File: src/rtl/sfx_defines.svh
// constants for the overflow / underflow / inexact response unit
// assumes byte addressing on the register bus, one 32-bit word per register
`ifndef SFX_DEFINES_SVH
`define SFX_DEFINES_SVH

// =========================================
// register map
`define SFX_CTRL_OFS 4'h0
`define SFX_LAST_OFS 4'h4

// =========================================
// control register fields
`define SFX_FLG_OVF 0
`define SFX_FLG_UNF 1
`define SFX_FLG_PRC 2
`define SFX_MSK_LSB 3
`define SFX_RM_LSB 6
`define SFX_CTRL_RST 32'h0000_0038

// =========================================
// rounding mode codes
`define SFX_RM_NEAR 2'h0
`define SFX_RM_DOWN 2'h1
`define SFX_RM_UP 2'h2
`define SFX_RM_ZERO 2'h3

// =========================================
// exponent limits, biases and scale factors (true exponents)
`define SFX_SGL_EMAX 14'sh007F
`define SFX_SGL_EMIN 14'sh3F82
`define SFX_SGL_BIAS 14'sh007F
`define SFX_SGL_SCALE 14'sh00C0
`define SFX_DBL_EMAX 14'sh03FF
`define SFX_DBL_EMIN 14'sh3C02
`define SFX_DBL_BIAS 14'sh03FF
`define SFX_DBL_SCALE 14'sh0600

// =========================================
// special encodings
`define SFX_SGL_EXP_MAX 8'hFE
`define SFX_SGL_EXP_INF 8'hFF
`define SFX_SGL_FRAC_ONES 23'h7F_FFFF
`define SFX_DBL_EXP_MAX 11'h7FE
`define SFX_DBL_EXP_INF 11'h7FF
`define SFX_DBL_FRAC_ONES 52'hF_FFFF_FFFF_FFFF

`endif

File: src/rtl/sfx_pkg.sv
// types shared by the response unit and its bench
// assumes the defines header is compiled alongside
package sfx_pkg;

   // one arithmetic result handed over by the datapath
   typedef struct packed {
      logic dbl;                 // destination is double precision
      logic conv;                // conversion to integer: only inexact applies
      logic trunc;               // truncating conversion, rounds toward zero
      logic zero;                // exact result is zero
      logic sign;                // result sign
      logic signed [13:0] exp;   // unbounded true exponent after rounding
      logic [51:0] frac;         // rounded fraction, single uses [51:29]
      logic inexact;             // unbounded-exponent rounding lost bits
      logic [63:0] bounded;      // bounded-exponent rounded result
      logic bnd_inexact;         // bounded-exponent rounding lost bits
   } sfx_req_type;

   typedef struct packed {
      logic [63:0] result;       // delivered result, single in [31:0]
      logic ovf;                 // overflow flag set
      logic unf;                 // underflow flag set
      logic prec;                // precision flag set
      logic trap;                // unmasked condition, exception raised
   } sfx_resp_type;

endpackage

File: src/rtl/sfx_resp.sv
// overflow, underflow and inexact result / flag logic for fp results
// assumes an upstream datapath supplies unbounded and bounded roundings
`include "sfx_defines.svh"

module sfx_resp
   import sfx_pkg::*;
(
   input wire logic core_clk,            // core clock, 10 MHz
   input wire logic reset_n,             // synchronous reset, active low
   input wire logic ce,                  // clock enable, freezes all state when low
   input wire logic req_valid,           // result offered this cycle
   input wire sfx_req_type req,          // result to be checked
   output sfx_resp_type resp,            // delivered result and flags
   output logic resp_valid,              // resp holds a new answer
   output logic fp_exception,            // one-cycle exception request
   input wire logic [3:0] avs_address,   // byte address
   input wire logic avs_read,            // read strobe
   input wire logic avs_write,           // write strobe
   input wire logic [31:0] avs_writedata, // write data
   output logic [31:0] avs_readdata,     // read data
   output logic avs_waitrequest          // stall until access completes
);

   // =========================================
   // state
   logic [2:0] status_flags_ff;   // overflow_flag_alt, underflow_flag, precision_flag
   logic [2:0] nxt_status_flags;
   logic [2:0] exc_mask_ff;
   logic [2:0] nxt_exc_mask;
   logic [1:0] round_mode_ff;
   logic [1:0] nxt_round_mode;
   sfx_resp_type resp_ff;
   sfx_resp_type nxt_resp;
   logic resp_valid_ff;
   logic nxt_resp_valid;
   logic [3:0] last_ff;
   logic [3:0] nxt_last;
   logic bus_ack_ff;
   logic nxt_bus_ack;
   logic [31:0] rdata_ff;
   logic [31:0] nxt_rdata;

   // =========================================
   // result evaluation
   logic [1:0] eff_rm;
   logic ovf_cond;
   logic unf_cond;
   logic ovf_masked;
   logic unf_masked;
   logic prc_masked;
   logic pick_inf;
   logic signed [13:0] emax;
   logic signed [13:0] emin;
   logic signed [13:0] bias;
   logic signed [13:0] scale;
   logic signed [13:0] scaled_fld;
   logic [63:0] max_res;
   logic [63:0] inf_res;
   logic [63:0] scaled_res;
   logic [63:0] res_val;
   logic ovf_set;
   logic unf_set;
   logic prc_set;
   logic trap_set;

   always_comb
   begin
      // truncating conversions ignore the user mode
      eff_rm = req.trunc ? `SFX_RM_ZERO : round_mode_ff;
      ovf_masked = exc_mask_ff[`SFX_FLG_OVF];
      unf_masked = exc_mask_ff[`SFX_FLG_UNF];
      prc_masked = exc_mask_ff[`SFX_FLG_PRC];
      emax = req.dbl ? `SFX_DBL_EMAX : `SFX_SGL_EMAX;
      emin = req.dbl ? `SFX_DBL_EMIN : `SFX_SGL_EMIN;
      bias = req.dbl ? `SFX_DBL_BIAS : `SFX_SGL_BIAS;
      scale = req.dbl ? `SFX_DBL_SCALE : `SFX_SGL_SCALE;
      // exponent is taken after rounding, so a carry into the next binade counts
      ovf_cond = !req.conv && !req.zero && (req.exp > emax);
      unf_cond = !req.conv && !req.zero && (req.exp < emin);
      unique case (eff_rm)
         `SFX_RM_NEAR: pick_inf = 1'b1;
         `SFX_RM_DOWN: pick_inf = req.sign;
         `SFX_RM_UP:   pick_inf = !req.sign;
         `SFX_RM_ZERO: pick_inf = 1'b0;
      endcase
      if (req.dbl)
      begin
         max_res = {req.sign, `SFX_DBL_EXP_MAX, `SFX_DBL_FRAC_ONES};
         inf_res = {req.sign, `SFX_DBL_EXP_INF, 52'h0_0000_0000_0000};
      end
      else
      begin
         max_res = {32'h0000_0000, req.sign, `SFX_SGL_EXP_MAX, `SFX_SGL_FRAC_ONES};
         inf_res = {32'h0000_0000, req.sign, `SFX_SGL_EXP_INF, 23'h00_0000};
      end
      // wrapped exponent: down for overflow, up for underflow
      scaled_fld = ovf_cond ? (req.exp - scale + bias) : (req.exp + scale + bias);
      if (req.dbl)
         scaled_res = {req.sign, scaled_fld[10:0], req.frac};
      else
         scaled_res = {32'h0000_0000, req.sign, scaled_fld[7:0], req.frac[51:29]};

      res_val = req.bounded;
      ovf_set = 1'b0;
      unf_set = 1'b0;
      prc_set = 1'b0;
      if (ovf_cond && !ovf_masked)
      begin
         res_val = scaled_res;
         ovf_set = 1'b1;
         prc_set = req.inexact;
      end
      else if (ovf_cond)
      begin
         // also the path taken when only precision is unmasked
         res_val = pick_inf ? inf_res : max_res;
         ovf_set = 1'b1;
         prc_set = 1'b1;
      end
      else if (unf_cond && !unf_masked)
      begin
         res_val = scaled_res;
         unf_set = 1'b1;
         prc_set = req.inexact;
      end
      else if (unf_cond)
      begin
         // zero, denormal or normal as rounded upstream
         res_val = req.bounded;
         unf_set = req.bnd_inexact;
         prc_set = req.bnd_inexact;
      end
      else
      begin
         res_val = req.bounded;
         prc_set = req.bnd_inexact;
      end
      trap_set = (ovf_set && !ovf_masked) || (unf_set && !unf_masked)
                 || (prc_set && !prc_masked);
   end

   // =========================================
   // response and flag registers
   logic bus_wr;
   logic bus_rd;
   logic take;

   assign take = ce && req_valid;
   assign bus_wr = avs_write && !bus_ack_ff && (avs_address == `SFX_CTRL_OFS);
   assign bus_rd = avs_read && !bus_ack_ff;

   always_comb
   begin
      nxt_resp = resp_ff;
      nxt_resp_valid = 1'b0;
      nxt_last = last_ff;
      nxt_status_flags = status_flags_ff;
      nxt_exc_mask = exc_mask_ff;
      nxt_round_mode = round_mode_ff;
      if (bus_wr)
      begin
         nxt_status_flags = avs_writedata[`SFX_FLG_PRC:`SFX_FLG_OVF];
         nxt_exc_mask = avs_writedata[`SFX_MSK_LSB +: 3];
         nxt_round_mode = avs_writedata[`SFX_RM_LSB +: 2];
      end
      if (take)
      begin
         nxt_resp = '{result: res_val, ovf: ovf_set, unf: unf_set,
                      prec: prc_set, trap: trap_set};
         nxt_resp_valid = 1'b1;
         nxt_last = {trap_set, prc_set, unf_set, ovf_set};
         // sticky flags: a new event wins over a software clear
         nxt_status_flags = nxt_status_flags | {prc_set, unf_set, ovf_set};
      end
   end

   always_ff @(posedge core_clk)
   begin
      if (!reset_n)
      begin
         resp_ff <= '0;
         resp_valid_ff <= 1'b0;
         last_ff <= 4'h0;
         status_flags_ff <= 3'(`SFX_CTRL_RST);
         exc_mask_ff <= 3'(`SFX_CTRL_RST >> `SFX_MSK_LSB);
         round_mode_ff <= `SFX_RM_NEAR;
      end
      else if (ce)
      begin
         resp_ff <= nxt_resp;
         resp_valid_ff <= nxt_resp_valid;
         last_ff <= nxt_last;
         status_flags_ff <= nxt_status_flags;
         exc_mask_ff <= nxt_exc_mask;
         round_mode_ff <= nxt_round_mode;
      end
   end

   assign resp = resp_ff;
   assign resp_valid = resp_valid_ff;
   // flags are already in place when the exception is seen
   assign fp_exception = resp_valid_ff && resp_ff.trap;

   // =========================================
   // register bus: one wait cycle, then the answer
   always_comb
   begin
      nxt_bus_ack = (avs_read || avs_write) && !bus_ack_ff;
      nxt_rdata = rdata_ff;
      if (bus_rd)
      begin
         unique case (avs_address)
            `SFX_CTRL_OFS: nxt_rdata = {24'h00_0000, round_mode_ff, exc_mask_ff,
                                        status_flags_ff};
            `SFX_LAST_OFS: nxt_rdata = {28'h000_0000, last_ff};
            default:       nxt_rdata = 32'h0000_0000;
         endcase
      end
   end

   always_ff @(posedge core_clk)
   begin
      if (!reset_n)
      begin
         bus_ack_ff <= 1'b0;
         rdata_ff <= 32'h0000_0000;
      end
      else if (ce)
      begin
         bus_ack_ff <= nxt_bus_ack;
         rdata_ff <= nxt_rdata;
      end
   end

   assign avs_waitrequest = (avs_read || avs_write) && !bus_ack_ff;
   assign avs_readdata = rdata_ff;
endmodule

File: config.mk
export PLATFORM = sky130hd
export DESIGN_NAME = sfx_resp
export DESIGN_NICKNAME = d
export VERILOG_FILES = /design/src/rtl/sfx_pkg.sv /design/src/rtl/sfx_resp.sv
export VERILOG_INCLUDE_DIRS = /design/src /design/src/rtl
export SDC_FILE = /design/constraint.sdc
export NUM_CORES = 1
export LEC_CHECK = 0
export BUFFER_PORTS_ARGS = -buffer_cell sky130_fd_sc_hd__buf_2
export CAP_MARGIN = 20
export CORE_ASPECT_RATIO = 0.75
export CORE_MARGIN = 1.5
export CORE_UTILIZATION = 43
export CTS_CLUSTER_DIAMETER = 30
export CTS_CLUSTER_SIZE = 8
export DETAILED_ROUTE_END_ITERATION = 16
export PLACE_DENSITY_LB_ADDON = 0.3
export SETUP_SLACK_MARGIN = 0.3
export SYNTH_ARGS = -nofsm -noshare
export SYNTH_HDL_FRONTEND = slang
export SYNTH_SLANG_ARGS = --single-unit
export TNS_END_PERCENT = 100
File: constraint.sdc
create_clock -name core_clk -period 3 [get_ports core_clk]
set_input_delay 0.15 -clock core_clk [delete_from_list [all_inputs] [get_ports core_clk]]
set_output_delay 0.15 -clock core_clk [all_outputs]
set_load 0.005 [all_outputs]
**Word-level counts from Yosys, hierarchy flattened**

Cells that the tools add are included.
W data, S select, Z words.

- Register bits after elaboration: 114
- Input port bits: 179
- Output and inout bits: 103
- Logic and storage cells: 78

- Add/subtract/negate cells: 4
- $lt $le $gt $ge: 2
- Eq/ne operators: 4
- Mux-type cells: 26
- Bitwise gates (word level): 1
- Reductions and logical operators: 29

Operator list:

| cell | count |
|---|---|
| $mux W64 | 7 |
| $add A11 B11 Y11 | 3 |
| $mux W11 | 2 |
| $mux W10 | 2 |
| $pmux W8 S2 | 1 |
| $gt A14 B11 Y1 | 1 |
| $logic_and A1 B1 Y1 | 14 |
| $lt A14 B11 Y1 | 1 |
| $sub A11 B11 Y11 | 1 |
| $mux W1 | 10 |
| $logic_not A1 Y1 | 7 |
| $mux W3 | 2 |
| $reduce_and A2 Y1 | 3 |
| $eq A2 B2 Y1 const B | 2 |
| $eq A4 B3 Y1 const B | 1 |
| $logic_not A4 Y1 | 1 |
| $pmux W1 S4 | 1 |
| $logic_or A1 B1 Y1 | 3 |
| $or A3 B3 Y3 | 1 |
| $eq A2 B1 Y1 const B | 1 |
| $logic_not A2 Y1 | 1 |
| $mux W2 | 1 |

**Longest topological paths before layout**

Gate-level depths: netlist of run 1.

- Word-level depth: 10
- Depth in mapped cells: 13
- Gate-level depth less buffers: 12

**Worst setup path before layout of run 1**

Ideal clock, no wire load.

- Path kind: input -> register
- Start point: in req[136] (netlist name)
- End point: reg resp_ff (netlist bit resp[66])
- Library setup time: 0.101 ns
- Data arrival time: 2.809 ns
- Data required time: 2.899 ns
- Path slack: 0.090 ns
- Stages: 13
- Buffers on the path: 2
- Path through: buf_1 -> inv_1 -> clkbuf_1 -> ha_1 -> inv_1 -> ha_1 -> ha_1 -> or3_1 -> nand2b_1 -> a31oi_1 -> xnor2_1 -> nor2_1 -> o41ai_1

- Longest elaborated chain between the ends: 8
- Elaborated cells between the ends (all ways): 21
- Classes of those cells: 4 x add/sub; 2 x order compare; 11 x mux; 4 x reduce/logical

Ends and longest elaborated chain:

| item | line | text |
|---|---|---|
| from (decl) | sfx_resp.sv:12 | `input wire sfx_req_type req,` |
| $mux W11 (no source line) or $mux W10 (tied branches) | -- |  |
| $add A11 B11 Y11, or another cell as far along | sfx_resp.sv:97 | `scaled_fld = ovf_cond ? (req.exp - scale + bias) : (req.exp + scale + bias);` |
| $add A11 B11 Y11 or $logic_and A1 B1 Y1 (tied branches) | sfx_resp.sv:97, sfx_resp.sv:78 |  |
| $mux W11 | sfx_resp.sv:97 |  |
| $mux W64 | sfx_resp.sv:98 | `if (req.dbl)` |
| $mux W64 | sfx_resp.sv:120 | `else if (unf_cond && !unf_masked)` |
| $mux W64 | sfx_resp.sv:113 | `else if (ovf_cond)` |
| $mux W64 (*) | sfx_resp.sv:107 | `if (ovf_cond && !ovf_masked)` |
| to (signal assigned) | sfx_resp.sv:190 | `resp_ff <= nxt_resp;` |
| to (decl) | sfx_resp.sv:32 | `sfx_resp_type resp_ff;` |

Mark *: on every way between the ends. The rest lies on a longest branch, timed or not.
A chain may end at the register's enable or synchronous reset.

**Worst setup path after layout of run 1**

- Start point: in req[136] (netlist name)
- End point: reg resp_ff (netlist bit resp[8])

- Longest elaborated chain between the ends: 7
- Elaborated cells between the ends (all ways): 12
- Classes of those cells: 2 x order compare; 6 x mux; 4 x reduce/logical

Ends and longest elaborated chain:

| item | line | text |
|---|---|---|
| $mux W10 (no source line) | -- |  |
| $lt A14 B11 Y1 | sfx_resp.sv:79 | `unf_cond = !req.conv && !req.zero && (req.exp < emin);` |
| $logic_and A1 B1 Y1 | sfx_resp.sv:79 |  |
| $logic_and A1 B1 Y1 | sfx_resp.sv:120 |  |
| $mux W64 | sfx_resp.sv:120 |  |
| $mux W64 | sfx_resp.sv:113 |  |
| $mux W64 (*) | sfx_resp.sv:107 |  |

Marks and branches as above.

==> run metrics, run 1 <==
Crit-path slowest cell=a21oi_2; VDD IR max=0.2443 mV; CP top delay family=compound AO/OA/AOI/OAI gates; Clock transition at path regs=approximately 0.070 ns; Slew Viols, Final=0; Design Power=3.214 mW; CP endpoint kind=register; fill count=1338; TritonCTS Buffers=9; Sw Ratio=0.3079; # clock sinks=86; Routed WL=just over 20000 um; WP buf/inv=3; highest metal used=met5; share of cells above drive strength 1=0.3372; Critical Path Start Type=input pin; # resized after CTS=0; CP startpoint=req[136]; # diodes=0; Max Fclk=between 400 and 500 MHz; post-CTS setup buffers=0; htree depth=3; Max Cap Viol=0; number of synthesized flops with an enable pin=0; Antenna Nets Post-Route=0; worst slack, placed=0.2817 ns; port bufs=about 230; dpl hpwl=approximately 15000 um; Critical Path RT=3.27 ns; Crit Path Class=input pin to register; cell count of the worst reg-to-reg path=8; final worst path period share=0.8010; DR iter-0 viols=591; Tmin final=roughly 2.4 ns; worst skew pair latency=0.34 ns; final setup TNS=0 ns; vias in the first global route=approximately 5.7k; met3 wire length=about 1600 um; Via density=5.581; Clk pwr share=0.361; Synth Register Bits=between 80 and 90; Hold Path Depth=3; Comb pwr share=0.256; slew margin rel.=0.2711; routed vias=6239; largest net degree at the start of global routing=56; fin util=0.5482; Chip Width=138.8 um; die height=104.9 um; Site Rows=37; initial antenna violation count=1; P_int=2.224 mW; Worst-Margin Slew=approximately 1.1 ns; Leakage=3.553 nW; Core ar.=0.01361 mm2; met2 wire len=about 8300 um; sequential share of the synthesized area=0.2894; post-route cell area=0.007461 mm2; Syn Inst Count=about 730; IO Count=282; r2r startpoint=round_mode_ff[0]$_SDFFE_PN0P_; Worst Path Arrival=between 2 and 3 ns; sequential share of power=0.383; CTS max path bufs=2; Distinct cells, synth=70; global-route wire length before repair=just over 30000 um; final setup violation count=0; dominant register cell in the synthesized netlist=dfxtp_1; NetSw=989.4 uW; delay of the slowest cell on the worst path=0.85 ns; WL met1=about 10000 um; commonest cells after routing, fill and taps aside=buf_2, nand2_1, dfxtp_1; TritonRoute pass-1 iters=5; GRT overflow=0; Final Hold Violating Endpoints=0; Initial Util=0.4371; DRC viols=0; nets=1164; Crit Path Max Fanout=23; Crit path depth=11; worst clock skew=0.006597 ns; P per Cell Area=between 400 and 500 mW/mm2; CP endpoint=resp[8]$_SDFFE_PN0P_; cell chain of the critical path=buf_2 > inv_1 > buf_4 > ha_1 > a21o_1 > a31oi_1 > o21ai_4 > nand2_2 > a21oi_2 > a221oi_1 > o21ai_1; Warnings, synthesis=0; Mean Syn Cell Area=8.195 um2; DP Area=roughly 0.0072 mm2; status=complete, no violations; hold buffers post-CTS=0; worst hold path startpoint=avs_writedata[3]; Async SR Flop Fraction=0; routability cong.=0.9313; Total GRT Usage=0.2695; CTS tree=yes; RSZ-0062 raised after global routing=false; Layout Area Growth over Synthesis=25.40%; netlist area before placement=around 0.006 mm2; die area=0.01456 mm2; WL/cell=18.03 um; fin worst setup slack=0.5969 ns; root buf cell=clkbuf_16; r2r setup slk=0.73 ns; most common cell after layout, fill and taps aside=buf_2; hold crit path type=input pin to register; Worst R2R End=resp[30]$_SDFFE_PN0P_
## worst min-delay path by stage
stage | to | slack (ns)
2_1_floorplan | exc_mask_ff[0]$_SDFFE_PN1P_ | 0.28
3_3_place_gp | exc_mask_ff[1]$_SDFFE_PN1P_ | 0.36
3_5_place_dp | exc_mask_ff[0]$_SDFFE_PN1P_ | 0.37
4_1_cts | exc_mask_ff[0]$_SDFFE_PN1P_ | 0.01
5_1_grt | exc_mask_ff[0]$_SDFFE_PN1P_ | 0.03
6_report | exc_mask_ff[0]$_SDFFE_PN1P_ | 0.03
## power by group through the flow
stage                     Combinational, mW  Sequential [mW]  Clock [mW]
after global placement                0.806             1.25           0
after CTS                             0.812             1.23        1.18
after global routing                  0.910             1.24        1.22
after floorplan                       0.507             1.26           0
after detailed placement              0.808             1.26           0
final                                 0.823             1.23        1.16
## area by class of cell
class | count | area (um2) | area share
Tap cell | 175 | 219.0 | 0.02935
Sequential cell | 86 | 1722 | 0.2308
Inverter | 36 | 135.1 | 0.01811
Multi-Input combinational cell | 557 | 3789 | 0.5078
Timing Repair Buffer | 248 | 1291 | 0.1731
Clock inverter | 7 | 80.08 | 0.01073
Clock buffer | 9 | 225.2 | 0.03019
## tightest hold or removal path, cell delays in order
cell and delay (ns):
buf_2 0.08, mux2i_1 0.05, nand2_1 0.06
## registers in the layout (all words and copies together), names as in the netlist
signal,cells
resp,65
round_mode_ff,2
bus_ack_ff,1
resp_valid,1
exc_mask_ff,3
avs_readdata,8
last_ff,3
status_flags_ff,3
## routing by layer
layer / vias up / global-route usage
li1: 2977 / -
met1: 2928 / 0.4171
met2: 312 / 0.3865
met3: 20 / 0.04216
met4: 2 / 0.06176
met5: - / 0
## synth_stat cells (5+ instances only)
library cell  count  area share
dfxtp_1          86        0.29
mux2_2           30       0.057
buf_4            27       0.034
nand2_1         100       0.063
inv_1            35       0.022
nand3_1           5      0.0042
a221oi_1         27       0.040
xor2_1            8       0.012
clkbuf_1         23       0.015
a31oi_1          33       0.035
a22oi_1           9       0.011
nand2b_1          9      0.0095
o21ai_1          28       0.024
nor2_1           37       0.023
fa_1              6       0.020
o21ai_0          74       0.062
xnor2_1          12       0.018
a21oi_1          27       0.023
mux2i_1          10       0.017
ha_1             41       0.086
nor2b_1           5      0.0053
buf_2            13       0.011
## through the flow
step           hold slack [ns]  cells
4_1_cts                0.01488   1118
2_1_floorplan           0.2751    749
3_3_place_gp            0.3602   1102
5_1_grt                0.03432   1118
6_report               0.03218   1118
3_5_place_dp            0.3691   1102
## kinds of logic after synthesis
family                     count (synthesis)  synth area share
AOI/OAI and AO/OA                        246            0.2705
and+or+nand+nor                          180            0.1384
buffers and inverters                    106           0.09169
DFF                                       86            0.2894
adders and majority gates                 47            0.1064
muxes                                     40           0.07361
xor gates and xnor gates                  20           0.02944
other                                      1         0.0006303
(Power assumes the default switching activity.)
==> run 2, diff against run 1 <==
clock period = 2.1 ns   (was 3 ns; I/O delays follow)
==> run metrics, run 2 (synthesized netlist as in run 1, its figures left out) <==
Core ar.=0.01361 mm2 (unchanged); Hold Path Depth=3 (unchanged); Slew Viols, Final=0 (unchanged); TritonRoute pass-1 iters=5 (unchanged); die height=104.9 um (unchanged); routability cong.=0.8940 (-4.0%); Routed WL=22830 um (+13%); IO Count=282 (unchanged); worst clock skew=0.005352 ns (-0.001245 ns); # diodes=0 (unchanged); fin util=0.6801 (+0.1319); VDD IR max=0.4445 mV (+82%); Worst Path Arrival=2.25 ns (-0.42 ns); Crit Path Max Fanout=3 (-87%); # clock sinks=86 (unchanged); Worst-Margin Slew=0.7904 ns (-0.3029 ns); Leakage=4.264 nW (+20%); status=complete, no violations; Antenna Nets Post-Route=0 (unchanged); Design Power=4.999 mW (+56%); worst hold path startpoint=req[55]; RSZ-0062 raised after global routing=true; Sequential Area=0.001722 mm2 (unchanged); Critical Path RT=2.36 ns (-0.91 ns); GRT overflow=0 (unchanged); share of cells above drive strength 1=0.4868 (+0.1496); commonest cells after routing, fill and taps aside=buf_2, nand2_1, buf_4; routed vias=6817 (+9.3%); final worst path period share=0.9495; DRC viols=0 (unchanged); Tmin final=1.994 ns; hold crit path type=input pin to register; port bufs=233 (unchanged); Initial Util=0.4371 (unchanged); final setup violation count=0 (unchanged); Layout Area Growth over Synthesis=55.58%; largest net degree at the start of global routing=40 (-29%); CP endpoint kind=register; vias in the first global route=6615 (+15%); hold slack=0.01367 ns (-0.01851 ns); nets=1285 (+10%); Max Fclk=roughly 500 MHz; worst skew pair latency=0.35 ns (about the same); CP startpoint=req[120]; fill count=1151 (-14%); dpl hpwl=16400 um (+7.2%); global-route wire length before repair=35090 um (+13%); P per Cell Area=540.0 mW/mm2 (+25%); area of the multi-input gates=0.004363 mm2 (+15%); Chip Width=138.8 um (unchanged); r2r startpoint=round_mode_ff[0]$_SDFFE_PN0P_; Crit Path Class=input pin to register; Total GRT Usage=0.3052 (+0.03571); TritonCTS Buffers=9 (unchanged); WL/cell=18.43 um (+2.2%); die area=0.01456 mm2 (unchanged); CTS tree=yes; Via density=5.502 (-1.4%); Site Rows=37 (unchanged); Clock transition at path regs=0.07 ns (about the same); cell count of the worst reg-to-reg path=11 (+3); root buf cell=clkbuf_16; Max Cap Viol=0 (unchanged); CTS max path bufs=2 (unchanged); initial antenna violation count=1 (unchanged); most common cell after layout, fill and taps aside=buf_2; DR iter-0 viols=399 (-32%); slew margin rel.=0.4725 (+0.2014); Critical Path Start Type=input pin; htree depth=3 (unchanged); max reg flops=65 (unchanged); Final Hold Violating Endpoints=0 (unchanged)
[run 2: cell types whose count changed in the layout (fill, tap and decap cells not counted), moves of 10 or more]
cell,before,now
o21ai_1,28,38
a221oi_2,0,27
o21ai_0,74,64
buf_6,0,13
inv_1,35,25
a221oi_1,27,0
ha_4,0,13
ha_1,41,22
buf_12,1,13
buf_4,14,98
[run 2: critical path: stages]
cell and delay, ns:
buf_8 0.08, clkinvlp_4 0.10, ha_4 0.30, ha_4 0.13
inv_2 0.03, fa_2 0.37, o21bai_4 0.22, a21oi_2 0.08
xnor2_1 0.14, mux2_4 0.28, o32a_1 0.21, o31ai_1 0.20
[run 2: power by group]
part / switching, mW / internal, mW
logic: 0.820 / 0.861
registers: 0.0472 / 1.71
clock network: 0.711 / 0.846
[run 2: repair_timing]
action	CTS	global route
endpoints found under the setup margin	66	66
gates resized for setup	71	19
gates cloned	5	0
endpoints found under the hold margin	5	0
setup buffers	18	0
hold buffers	5	0
pin swaps	32	18
[run 2: final cells by class]
type / count / share of cell area
clock buffer: 11 / 0.02622
clock inverter: 5 / 0.004596
inverter: 36 / 0.01609
multi-input combinational: 558 / 0.4713
sequential: 86 / 0.1860
tap: 175 / 0.02366
timing repair buffer: 368 / 0.2721
[run 2: final timing paths]
kind	to	slack, ns
worst min-delay path	resp[58]$_SDFFE_PN0P_	0.01
worst max register to register	resp[44]$_SDFFE_PN0P_	0.21
worst max-delay path	resp[62]$_SDFFE_PN0P_	0.11
worst min register to register	resp[25]$_SDFFE_PN0P_	0.45
[run 2: metrics by stage]
step	setup slack, ns	setup TNS [ns]	instance area (um2)	cells
finish	0.1060	0	9256	1239
global placement	-0.3135	-12.01	8237	1195
CTS	0.1335	0	9184	1239
floorplan	-0.1885	-0.3137	6471	749
global route	0.04219	0	9256	1239
detailed placement	-0.3697	-13.44	8237	1195
[run 2: routing by layer]
layer	GRT usage	share of wire	wire length [um]	up-vias
met1	0.4058	0.44	9943	3202
met3	0.06783	0.085	1930	34
met2	0.4982	0.46	10510	341
met4	0.08557	0.020	451	0
li1	-	-	-	3240
met5	0	0	0	-
